[src/inc/pcc_pkg.sv]
// Purpose: shared constants for the pulse count current control link
// Assumes: clk_sys at 100 MHz
// Notes:   long counts are module parameters derived from these times
package pcc_pkg;
  localparam int          CLK_MHZ        = 100;
  localparam int          CODE_W         = 5;
  localparam logic [4:0]  CODE_MAX       = 5'h1f;
  localparam logic [4:0]  CODE_ZERO      = 5'h00;
  localparam logic [4:0]  CODE_HIGH      = 5'h08;
  localparam int          SLEEP_US       = 100;
  localparam int          SETTLE_US      = 50;
  localparam int          TIMEOUT_MS     = 4000;
  localparam int          POR_MS         = 20;
  localparam int          STEP_MIN_NS    = 250;
  localparam int          SLEEP_CYC      = SLEEP_US * CLK_MHZ;
  localparam int          SETTLE_CYC     = SETTLE_US * CLK_MHZ;
  localparam int          TIMEOUT_CYC    = TIMEOUT_MS * 1000 * CLK_MHZ;
  localparam int          POR_CYC        = POR_MS * 1000 * CLK_MHZ;
  localparam int          STEP_HALF_CYC  = (STEP_MIN_NS * CLK_MHZ + 1999) / 2000;
  localparam int          CNT_W          = 32;
  localparam logic [31:0] CNT_ZERO       = 32'h0000_0000;
  localparam logic [31:0] CNT_ONE        = 32'h0000_0001;
endpackage : pcc_pkg

[src/inc/pcc_if.sv]
// Purpose: two-pin link between host and current sink control
// Assumes: both pins are push-pull driven by the host
// Notes:   none
`timescale 1ns/100ps
interface pcc_if;
  logic out_on;
  logic pulse_step;
  modport host (output out_on, output pulse_step);
  modport dev  (input out_on, input pulse_step);
endinterface : pcc_if

[src/logic/pcc_dev.sv]
// Purpose: device end, pulse counted current code with sleep, timeout, thermal gate
// Assumes: link pins asynchronous to clk_sys, synchronised here
// Notes:   sink_current_level is the code gated by driver enable
//
// Overview of operation
// each pulse rising edge adds one step
// code is five bits, zero to 31
// at 31 further edges ignored
// code only rises; lower via out_on cycle
// out_on low disables and clears code
// pulse low past threshold enters sleep
// code kept during sleep
// pulses in sleep add; they wake only if no timeout occurred
// code 8 or more times out to sleep
// timeout restarts only on out_on cycle
// host keeps pulse rate within limit
// driver enables settle time after last pulse
// over temperature gates driver, keeps code
// power on reset clears code and timer
// edges ignored during power on reset
// only rising edges count, not level
// host always drives both pins
// power on reset lasts fixed interval
// low time restarts each edge; timebase counts
`timescale 1ns/100ps
module pcc_dev #(
  parameter int SLEEP_CYC   = pcc_pkg::SLEEP_CYC,
  parameter int SETTLE_CYC  = pcc_pkg::SETTLE_CYC,
  parameter int TIMEOUT_CYC = pcc_pkg::TIMEOUT_CYC,
  parameter int POR_CYC     = pcc_pkg::POR_CYC
) (
  // clock and reset
  input  wire logic        clk_sys,
  input  wire logic        resetn,
  // link
  pcc_if.dev               link,
  // thermal comparator, asynchronous
  input  wire logic        over_temp,
  // driver side
  output logic [4:0]       sink_current_level,
  output logic             driver_on,
  output logic             sleeping,
  output logic             por_busy
);

  ////////////////////////////////////////////////////////////////////////
  // synchronisers
  logic [1:0] on_sync_ff, st_sync_ff, ot_sync_ff;
  logic       on_s, st_s, ot_s;

  always_ff @(posedge clk_sys)
  begin
    if (!resetn)
    begin
      on_sync_ff <= 2'h0;
      st_sync_ff <= 2'h0;
      ot_sync_ff <= 2'h0;
    end
    else
    begin
      on_sync_ff <= {on_sync_ff[0], link.out_on};
      st_sync_ff <= {st_sync_ff[0], link.pulse_step};
      ot_sync_ff <= {ot_sync_ff[0], over_temp};
    end
  end

  assign on_s = on_sync_ff[1];
  assign st_s = st_sync_ff[1];
  assign ot_s = ot_sync_ff[1];

  ////////////////////////////////////////////////////////////////////////
  // control state
  logic [4:0]  code_ff, nxt_code;
  logic [31:0] por_ff, nxt_por;
  logic [31:0] low_ff, nxt_low;
  logic [31:0] tmo_ff, nxt_tmo;
  logic [31:0] set_ff, nxt_set;
  logic        sleep_ff, nxt_sleep;
  logic        tmo_done_ff, nxt_tmo_done;
  logic        st_prev_ff, nxt_st_prev;
  logic        rise;

  function automatic logic [31:0] cnt_inc(input logic [31:0] c, input int lim);
    cnt_inc = (c >= 32'(lim)) ? c : c + pcc_pkg::CNT_ONE;
  endfunction : cnt_inc

  // st_prev tracks level even in reset window so a static high never counts
  assign rise = st_s & ~st_prev_ff;

  always_comb
  begin
    nxt_code     = code_ff;
    nxt_por      = cnt_inc(por_ff, POR_CYC);
    nxt_low      = low_ff;
    nxt_tmo      = tmo_ff;
    nxt_set      = set_ff;
    nxt_sleep    = sleep_ff;
    nxt_tmo_done = tmo_done_ff;
    nxt_st_prev  = st_s;
    if (por_ff < 32'(POR_CYC))
    begin

      nxt_code = pcc_pkg::CODE_ZERO;
      nxt_tmo  = pcc_pkg::CNT_ZERO;
    end
    else if (!on_s)
    begin
      nxt_code     = pcc_pkg::CODE_ZERO;
      nxt_tmo      = pcc_pkg::CNT_ZERO;
      nxt_tmo_done = 1'b0;
      nxt_sleep    = 1'b0;
      nxt_low      = pcc_pkg::CNT_ZERO;
      nxt_set      = pcc_pkg::CNT_ZERO;
    end
    else
    begin
      if (rise)
      begin
        if (code_ff != pcc_pkg::CODE_MAX)
          nxt_code = code_ff + 5'h01;
        nxt_low = pcc_pkg::CNT_ZERO;
        nxt_set = pcc_pkg::CNT_ZERO;
        if (!tmo_done_ff)
          nxt_sleep = 1'b0;
      end
      else
      begin
        nxt_set = cnt_inc(set_ff, SETTLE_CYC);
        if (!st_s)
        begin
          nxt_low = cnt_inc(low_ff, SLEEP_CYC);
          if (low_ff >= 32'(SLEEP_CYC) && code_ff != pcc_pkg::CODE_ZERO)
            nxt_sleep = 1'b1;
        end
      end
      if (code_ff >= pcc_pkg::CODE_HIGH && !sleep_ff)
      begin
        nxt_tmo = cnt_inc(tmo_ff, TIMEOUT_CYC);
        if (tmo_ff >= 32'(TIMEOUT_CYC))
        begin
          nxt_sleep    = 1'b1;
          nxt_tmo_done = 1'b1;
        end
      end
    end
  end

  always_ff @(posedge clk_sys)
  begin
    if (!resetn)
    begin
      code_ff     <= pcc_pkg::CODE_ZERO;
      por_ff      <= pcc_pkg::CNT_ZERO;
      low_ff      <= pcc_pkg::CNT_ZERO;
      tmo_ff      <= pcc_pkg::CNT_ZERO;
      set_ff      <= pcc_pkg::CNT_ZERO;
      sleep_ff    <= 1'b0;
      tmo_done_ff <= 1'b0;
      st_prev_ff  <= 1'b0;
    end
    else
    begin
      code_ff     <= nxt_code;
      por_ff      <= nxt_por;
      low_ff      <= nxt_low;
      tmo_ff      <= nxt_tmo;
      set_ff      <= nxt_set;
      sleep_ff    <= nxt_sleep;
      tmo_done_ff <= nxt_tmo_done;
      st_prev_ff  <= nxt_st_prev;
    end
  end

  ////////////////////////////////////////////////////////////////////////
  // driver outputs, registered
  logic [4:0] lvl_ff, nxt_lvl;
  logic       drv_ff, nxt_drv;

  always_comb
  begin
    nxt_drv = on_s && !sleep_ff && !ot_s && (code_ff != pcc_pkg::CODE_ZERO)
              && (set_ff >= 32'(SETTLE_CYC)) && (por_ff >= 32'(POR_CYC));
    nxt_lvl = nxt_drv ? code_ff : pcc_pkg::CODE_ZERO;
  end

  always_ff @(posedge clk_sys)
  begin
    if (!resetn)
    begin
      lvl_ff <= pcc_pkg::CODE_ZERO;
      drv_ff <= 1'b0;
    end
    else
    begin
      lvl_ff <= nxt_lvl;
      drv_ff <= nxt_drv;
    end
  end

  assign sink_current_level = lvl_ff;
  assign driver_on          = drv_ff;
  assign sleeping           = sleep_ff;
  assign por_busy           = (por_ff < 32'(POR_CYC));

endmodule : pcc_dev

[src/flat_wrapper.sv]
// flat-port wrapper written by rule: the top's interface ports become plain ports
module pcc_dev_flat 
#(
  parameter int SLEEP_CYC   = pcc_pkg::SLEEP_CYC,
  parameter int SETTLE_CYC  = pcc_pkg::SETTLE_CYC,
  parameter int TIMEOUT_CYC = pcc_pkg::TIMEOUT_CYC,
  parameter int POR_CYC     = pcc_pkg::POR_CYC
)
  (clk_sys, resetn, over_temp, sink_current_level, driver_on, sleeping, por_busy, link_out_on, link_pulse_step);
  pcc_if link_i ();
  input  wire logic clk_sys;
  input  wire logic resetn;
  input  wire logic over_temp;
  output logic [4:0] sink_current_level;
  output logic driver_on;
  output logic sleeping;
  output logic por_busy;
  input wire logic [$bits(link_i.out_on)-1:0] link_out_on;
  input wire logic [$bits(link_i.pulse_step)-1:0] link_pulse_step;
  assign link_i.out_on = link_out_on;
  assign link_i.pulse_step = link_pulse_step;
  pcc_dev #(.SLEEP_CYC(SLEEP_CYC), .SETTLE_CYC(SETTLE_CYC), .TIMEOUT_CYC(TIMEOUT_CYC), .POR_CYC(POR_CYC)) u_core (.clk_sys(clk_sys), .resetn(resetn), .link(link_i), .over_temp(over_temp), .sink_current_level(sink_current_level), .driver_on(driver_on), .sleeping(sleeping), .por_busy(por_busy));
endmodule
[config.mk]
export PLATFORM = sky130hd
export DESIGN_NAME = pcc_dev_flat
export DESIGN_NICKNAME = d
export VERILOG_FILES = /design/src/inc/pcc_pkg.sv /design/src/inc/pcc_if.sv /design/src/logic/pcc_dev.sv /design/src/flat_wrapper.sv
export SDC_FILE = /design/constraint.sdc
export NUM_CORES = 1
export LEC_CHECK = 0
export ABC_AREA = 1
export BUFFER_PORTS_ARGS = -buffer_cell sky130_fd_sc_hd__buf_2
export CORE_MARGIN = 2
export CORE_UTILIZATION = 39
export CTS_CLUSTER_SIZE = 16
export DETAILED_ROUTE_END_ITERATION = 10
export SYNTH_ARGS = -nofsm -noshare
export SYNTH_HDL_FRONTEND = slang
export SYNTH_SLANG_ARGS = --single-unit
[constraint.sdc]
create_clock -name clk_sys -period 1.7 [get_ports clk_sys]
set_input_delay 0.085 -clock clk_sys [delete_from_list [all_inputs] [get_ports clk_sys]]
set_output_delay 0.085 -clock clk_sys [all_outputs]
set_load 0.1 [all_outputs]
Word-level counts from Yosys, hierarchy flattened
Cells that the tools add are included. W data, S select, Z words.

Flip-flop bits (word level): 148. Output and inout port bits: 8. Bits of input ports: 5. Word-level logic and storage cells: 70.

Bitwise operators: 6. Magnitude comparators: 6. Reduce and logical (&&, ||, !) cells: 17. Equal/unequal tests: 6. Add/subtract/negate cells: 5. Muxes and demuxes: 17.

Operators with widths (number): $mux W32 (7); $add A32 B1 Y32 const B (4); $ge A32 B13 Y1 const B (1); $ge A32 B14 Y1 const B (1); $ge A32 B21 Y1 const B (1); $ge A32 B29 Y1 const B (1); $lt A32 B21 Y1 const B (1); $mux W1 (10); $ne A3 B3 Y1 const B (3); $reduce_and A2 Y1 (4); $logic_and A1 B1 Y1 (7); $reduce_and A3 Y1 (2); $add A5 B1 Y5 const B (1); $ge A5 B4 Y1 const B (1); $ne A5 B5 Y1 const B (1); $not A1 Y1 (5); $reduce_bool A5 Y1 (1); $ne A2 B2 Y1 const B (2); $reduce_or A3 Y1 (1); $logic_not A1 Y1 (2); $and A1 B1 Y1 (1).

Longest topological paths before layout
Word-level depth: 8. Depth in mapped cells: 13. Mapped depth without buffers: 12.

Worst setup path before layout
Ideal clock, no wire load.

Kind: register -> register. From: reg u_core.sleep_ff (netlist: u_core.sleeping). To: reg u_core.tmo_ff[10]. Data required time: 1.634 ns. Data arrival time: 1.803 ns. Buffers on the path: 2. Clock period less this slack: 1.869 ns. Stages on the path, launching flop included: 7. Library setup time: 0.066 ns. Path slack: -0.169 ns. Path through: dfxtp_1 nor2_1 nand3_1 buf_4 buf_2 nand2_1 a21oi_2.

Cells in the longest elaborated chain, start to end: 3.

RTL lines: start: declaration (line pcc_dev.sv:78) `logic sleep_ff, nxt_sleep;`; start signal: assignment (line pcc_dev.sv:168) `sleep_ff <= nxt_sleep;`; $logic_not A1 Y1 (line pcc_dev.sv:136) `if (code_ff >= pcc_pkg::CODE_HIGH && !sleep_ff)`; $logic_and A1 B1 Y1 (line pcc_dev.sv:136); $reduce_and A2 Y1 (no source line); end signal: assignment (line pcc_dev.sv:155) `tmo_ff <= pcc_pkg::CNT_ZERO;`; end signal: assignment (line pcc_dev.sv:166) `tmo_ff <= nxt_tmo;`; end: declaration (line pcc_dev.sv:76) `logic [31:0] tmo_ff, nxt_tmo;`.

No other way between the ends. A chain may end at the register's enable or synchronous reset.

Worst setup path in the final report
From: reg u_core.por_ff[24]. To: out por_busy.

Cells in the longest elaborated chain, start to end: 1.

RTL lines: start: declaration (line pcc_dev.sv:74) `logic [31:0] por_ff, nxt_por;`; start signal: assignment (line pcc_dev.sv:153) `por_ff <= pcc_pkg::CNT_ZERO;`; start signal: assignment (line pcc_dev.sv:164) `por_ff <= nxt_por;`; $lt A32 B21 Y1 (line pcc_dev.sv:203) `assign por_busy = (por_ff < 32'(POR_CYC));`; end: declaration (line flat_wrapper.sv:17) `output logic por_busy;`.

No other way between the ends.

==> qor.csv <==
stage;metric;value;unit
logic_synthesis;Most used DFF post-synth;dfxtp_1;
finish;Final nets;1209;
clock_tree;H-Tree Depth;4;
logic_synthesis;mapped cell area;7423;um2
power;P_int;5.825;mW
critical_path;crit end category;output pin;
floorplan;Starting Density;0.3969;
status;failing checks;setup timing;
grt;first-pass GRT wire length;29.99;mm
clock_tree;CTS sink count;148;
power;clock network fraction of total power;0.511;
grt;GR Overflow Total;0;
timing;RSZ-0062 raised after global routing;true;
logic_synthesis;Yosys top cell area share;0.3991;
logic_synthesis;top-count cell post-synth;nand2_1;
timing;fmax;0.5684;GHz
finish;# fillers;1829;
critical_path;CP Data Arrival Time;1.67;ns
logic_synthesis;syn avg cell area;6.682;um2
grt;initial antenna violation count;0;
power;Lkg Pwr;3.528;nW
timing;Slew Viols, Final;0;
finish;share of post-route cells with drive strength above 1;0.1636;
logic_synthesis;most frequent cells after synthesis;nand2_1 (317), nor2_1 (179), dfxtp_1 (148);
critical_path;crit-path max FO;2;
timing;Worst Tran Pin Value;0.5175;ns
timing;post-layout min period;1.759;ns
timing;Setup Skew;0.01283;ns
power;sequential share of power;0.470;
route;Via Count;6931;
logic_synthesis;largest area contributor in the netlist;dfxtp_1;
floorplan;std cell rows;50;
timing;Final Hold Fails;0;
flow_run;max cap viols;0;
clock_tree;root buffer cell;clkbuf_16;
critical_path;WS Path Type;flop to output pin;
grt;number of global-route vias before repair;6413;
clock_tree;deepest clock path buffer count;2;
floorplan;Core Region;18710;um2
place;HPWL Detailed;11.91;mm
grt;largest net degree at the start of global routing;76;
critical_path;crit path launch type;flop;
floorplan;Die H;142.0;um
power;Comb power frac;0.019;
min_path;Hold Path Class;primary input to flop;
logic_synthesis;asr flop ratio synth;0;
finish;synth-to-layout area growth;22.72;%
route;drt wl/cell;12.35;um
logic_synthesis;EDFF count, synth;0;
route;first-iteration detailed-routing DRC count;500;
logic_synthesis;Post-Syn Nets;1127;
logic_synthesis;Yosys reg bits;148;
place;# port buffers;12;
route;Residual DRC;0;
floorplan;Chip Width;142.0;um
logic_synthesis;Seq/Total Area, Yosys;0.3991;
finish;number of diodes;0;
route;Pre-antenna DRT Iters;5;
clock_tree;total CTS buffers;17;
power;PD cells;814.8;nW/um2
timing;Worst Slack Setup Final;-0.05937;ns
status;status;finished, violations left;
clock_tree;Clk Latency, worst-skew pair;0.43;ns
timing;hold slack;0.3775;ns
floorplan;area of the die;20150;um2
critical_path;critical path required time;1.62;ns
timing;post-route setup TNS;-0.05937;ns
logic_synthesis;YS warnings;0;
clock_tree;TritonCTS clock tree;built;
timing;fin crit share;1.035;
floorplan;Boundary Pins;13;
route;final WL;17.76;mm
power;switching part of the total;0.2152;
route;Vias per Instance;4.820;
grt;GRT Total Usage;0.1830;
logic_synthesis;top cells by area, synth;dfxtp_1 (40%), nand2_1 (16%), nor2_1 (9.1%), inv_1 (6.0%), nand3_1 (5.1%);
clock_tree;clock slew at reported path FFs;0.06;ns
place;RePlAce Congestion;0.8611;
power;Max VDD drop;0.0006475;V
logic_synthesis;cell count after synthesis;1111;
power;Net Sw Power;1.598;mW
logic_synthesis;Synth cell types;30;
timing;Setup-failing EPs final;1;
timing;Slew HR;0.6518;
route;Post-DRT Antenna Nets;0;
==> logic make-up after synthesis <==
group | share of synthesized area
compound gates | 0.08967
flops | 0.3991
simple gates | 0.3666
fa+ha+maj | 0.01854
buf+inv | 0.09186
xor+xnor | 0.03421
==> metal layers <==
layer	global-route usage	part of all wire	wire length (um)	up-vias
met3	0.03600	0.034	596	21
met4	0.05947	0.012	219	0
met5	0	0	0	-
li1	-	-	-	3686
met1	0.2559	0.52	9149	3115
met2	0.2844	0.44	7798	109
==> final timing paths <==
| path | depth (start not counted) | to | slack [ns] | from |
|---|---|---|---|---|
| worst min register to register | 2 | u_core.on_sync_ff[1]$_SDFF_PN0_ | 0.41 | u_core.on_sync_ff[0]$_SDFF_PN0_ |
| worst min-delay path | 4 | u_core.st_sync_ff[0]$_SDFF_PN0_ | 0.38 | link_pulse_step |
| worst max register to register | 10 | u_core.sink_current_level[3]$_SDFF_PN0_ | 0.01 | u_core.por_ff[24]$_SDFFE_PN0N_ |
| worst max-delay path | 7 | por_busy | -0.06 | u_core.por_ff[24]$_SDFFE_PN0N_ |
==> through the flow <==
stage | power (mW) | std cells | worst slack (ns) | instance area, um2 | utilization
final | 7.423 | 1438 | -0.05937 | 9110 | 0.4870
after global placement | 3.693 | 1389 | 0.01203 | 8169 | 0.4367
after global routing | 7.678 | 1438 | -0.1717 | 9110 | 0.4870
after CTS | 7.503 | 1432 | -0.07302 | 8902 | 0.4759
after floorplan | 3.639 | 1111 | 0.09151 | 7425 | -
after detailed placement | 3.693 | 1389 | -0.05127 | 8169 | 0.4367
==> area by class of cell <==
class,count,area (um2),area share
inverter,122,465.4,0.05109
timing repair buffer,99,880.8,0.09669
sequential,148,2973,0.3263
clock buffer,18,429.2,0.04711
clock inverter,12,158.9,0.01744
multi-input combinational,805,3910,0.4292
tap,234,292.8,0.03214
==> timing repair <==
action	4_1_cts	5_1_grt
buffers inserted	7	3
setup endpoints to repair	20	129
endpoints found under the hold margin	4	0
gates cloned	1	3
hold buffers	5	0
resized for setup	13	40
pin swaps	7	6
==> state kept, by name, indices dropped and copies added, names as in the netlist <==
register                   flops
u_core.por_ff                 32
u_core.tmo_ff                 32
u_core.sink_current_level      5
u_core.low_ff                 32
u_core.driver_on               1
u_core.on_sync_ff              2
u_core.ot_sync_ff              2
u_core.tmo_done_ff             1
u_core.sleeping                1
u_core.st_sync_ff              2
u_core.set_ff                 32
u_core.code_ff                 5
u_core.st_prev_ff              1
==> critical path, stage by stage (launching register included) <==
cell and delay, ns:
dfxtp_1 0.31, nor2_1 0.11, nand4_1 0.16, nor2_2 0.24
nand2_4 0.09, inv_4 0.07, buf_12 0.10, buf_12 0.16
==> power groups by stage <==
| stage | logic, mW | registers, mW | clock network, mW |
|---|---|---|---|
| after floorplan | 0.0725 | 3.57 | 0 |
| after global placement | 0.127 | 3.57 | 0 |
| after detailed placement | 0.126 | 3.57 | 0 |
| after CTS | 0.136 | 3.49 | 3.88 |
| after global routing | 0.156 | 3.49 | 4.03 |
| final | 0.139 | 3.49 | 3.79 |
==> layout by cell type (no fill, tap or decap), types with 4 or more instances in the layout <==
cell	n
nor3_2	6
nand4_1	17
o21ai_0	23
a21oi_1	50
inv_1	114
xnor2_1	4
buf_12	8
dlygate4sd3_1	5
clkinv_4	4
nor4_1	9
buf_4	67
ha_1	10
nor2_2	9
nor2_1	170
nor3_1	38
a21oi_2	27
buf_8	4
buf_2	12
dfxtp_2	8
nand2_4	4
nand2_2	5
nand3_1	75
xor2_1	25
dfxtp_1	140
nand2_1	311
inv_2	5
clkbuf_16	18
nand3b_1	5
Power figures use the tool's default switching activity.
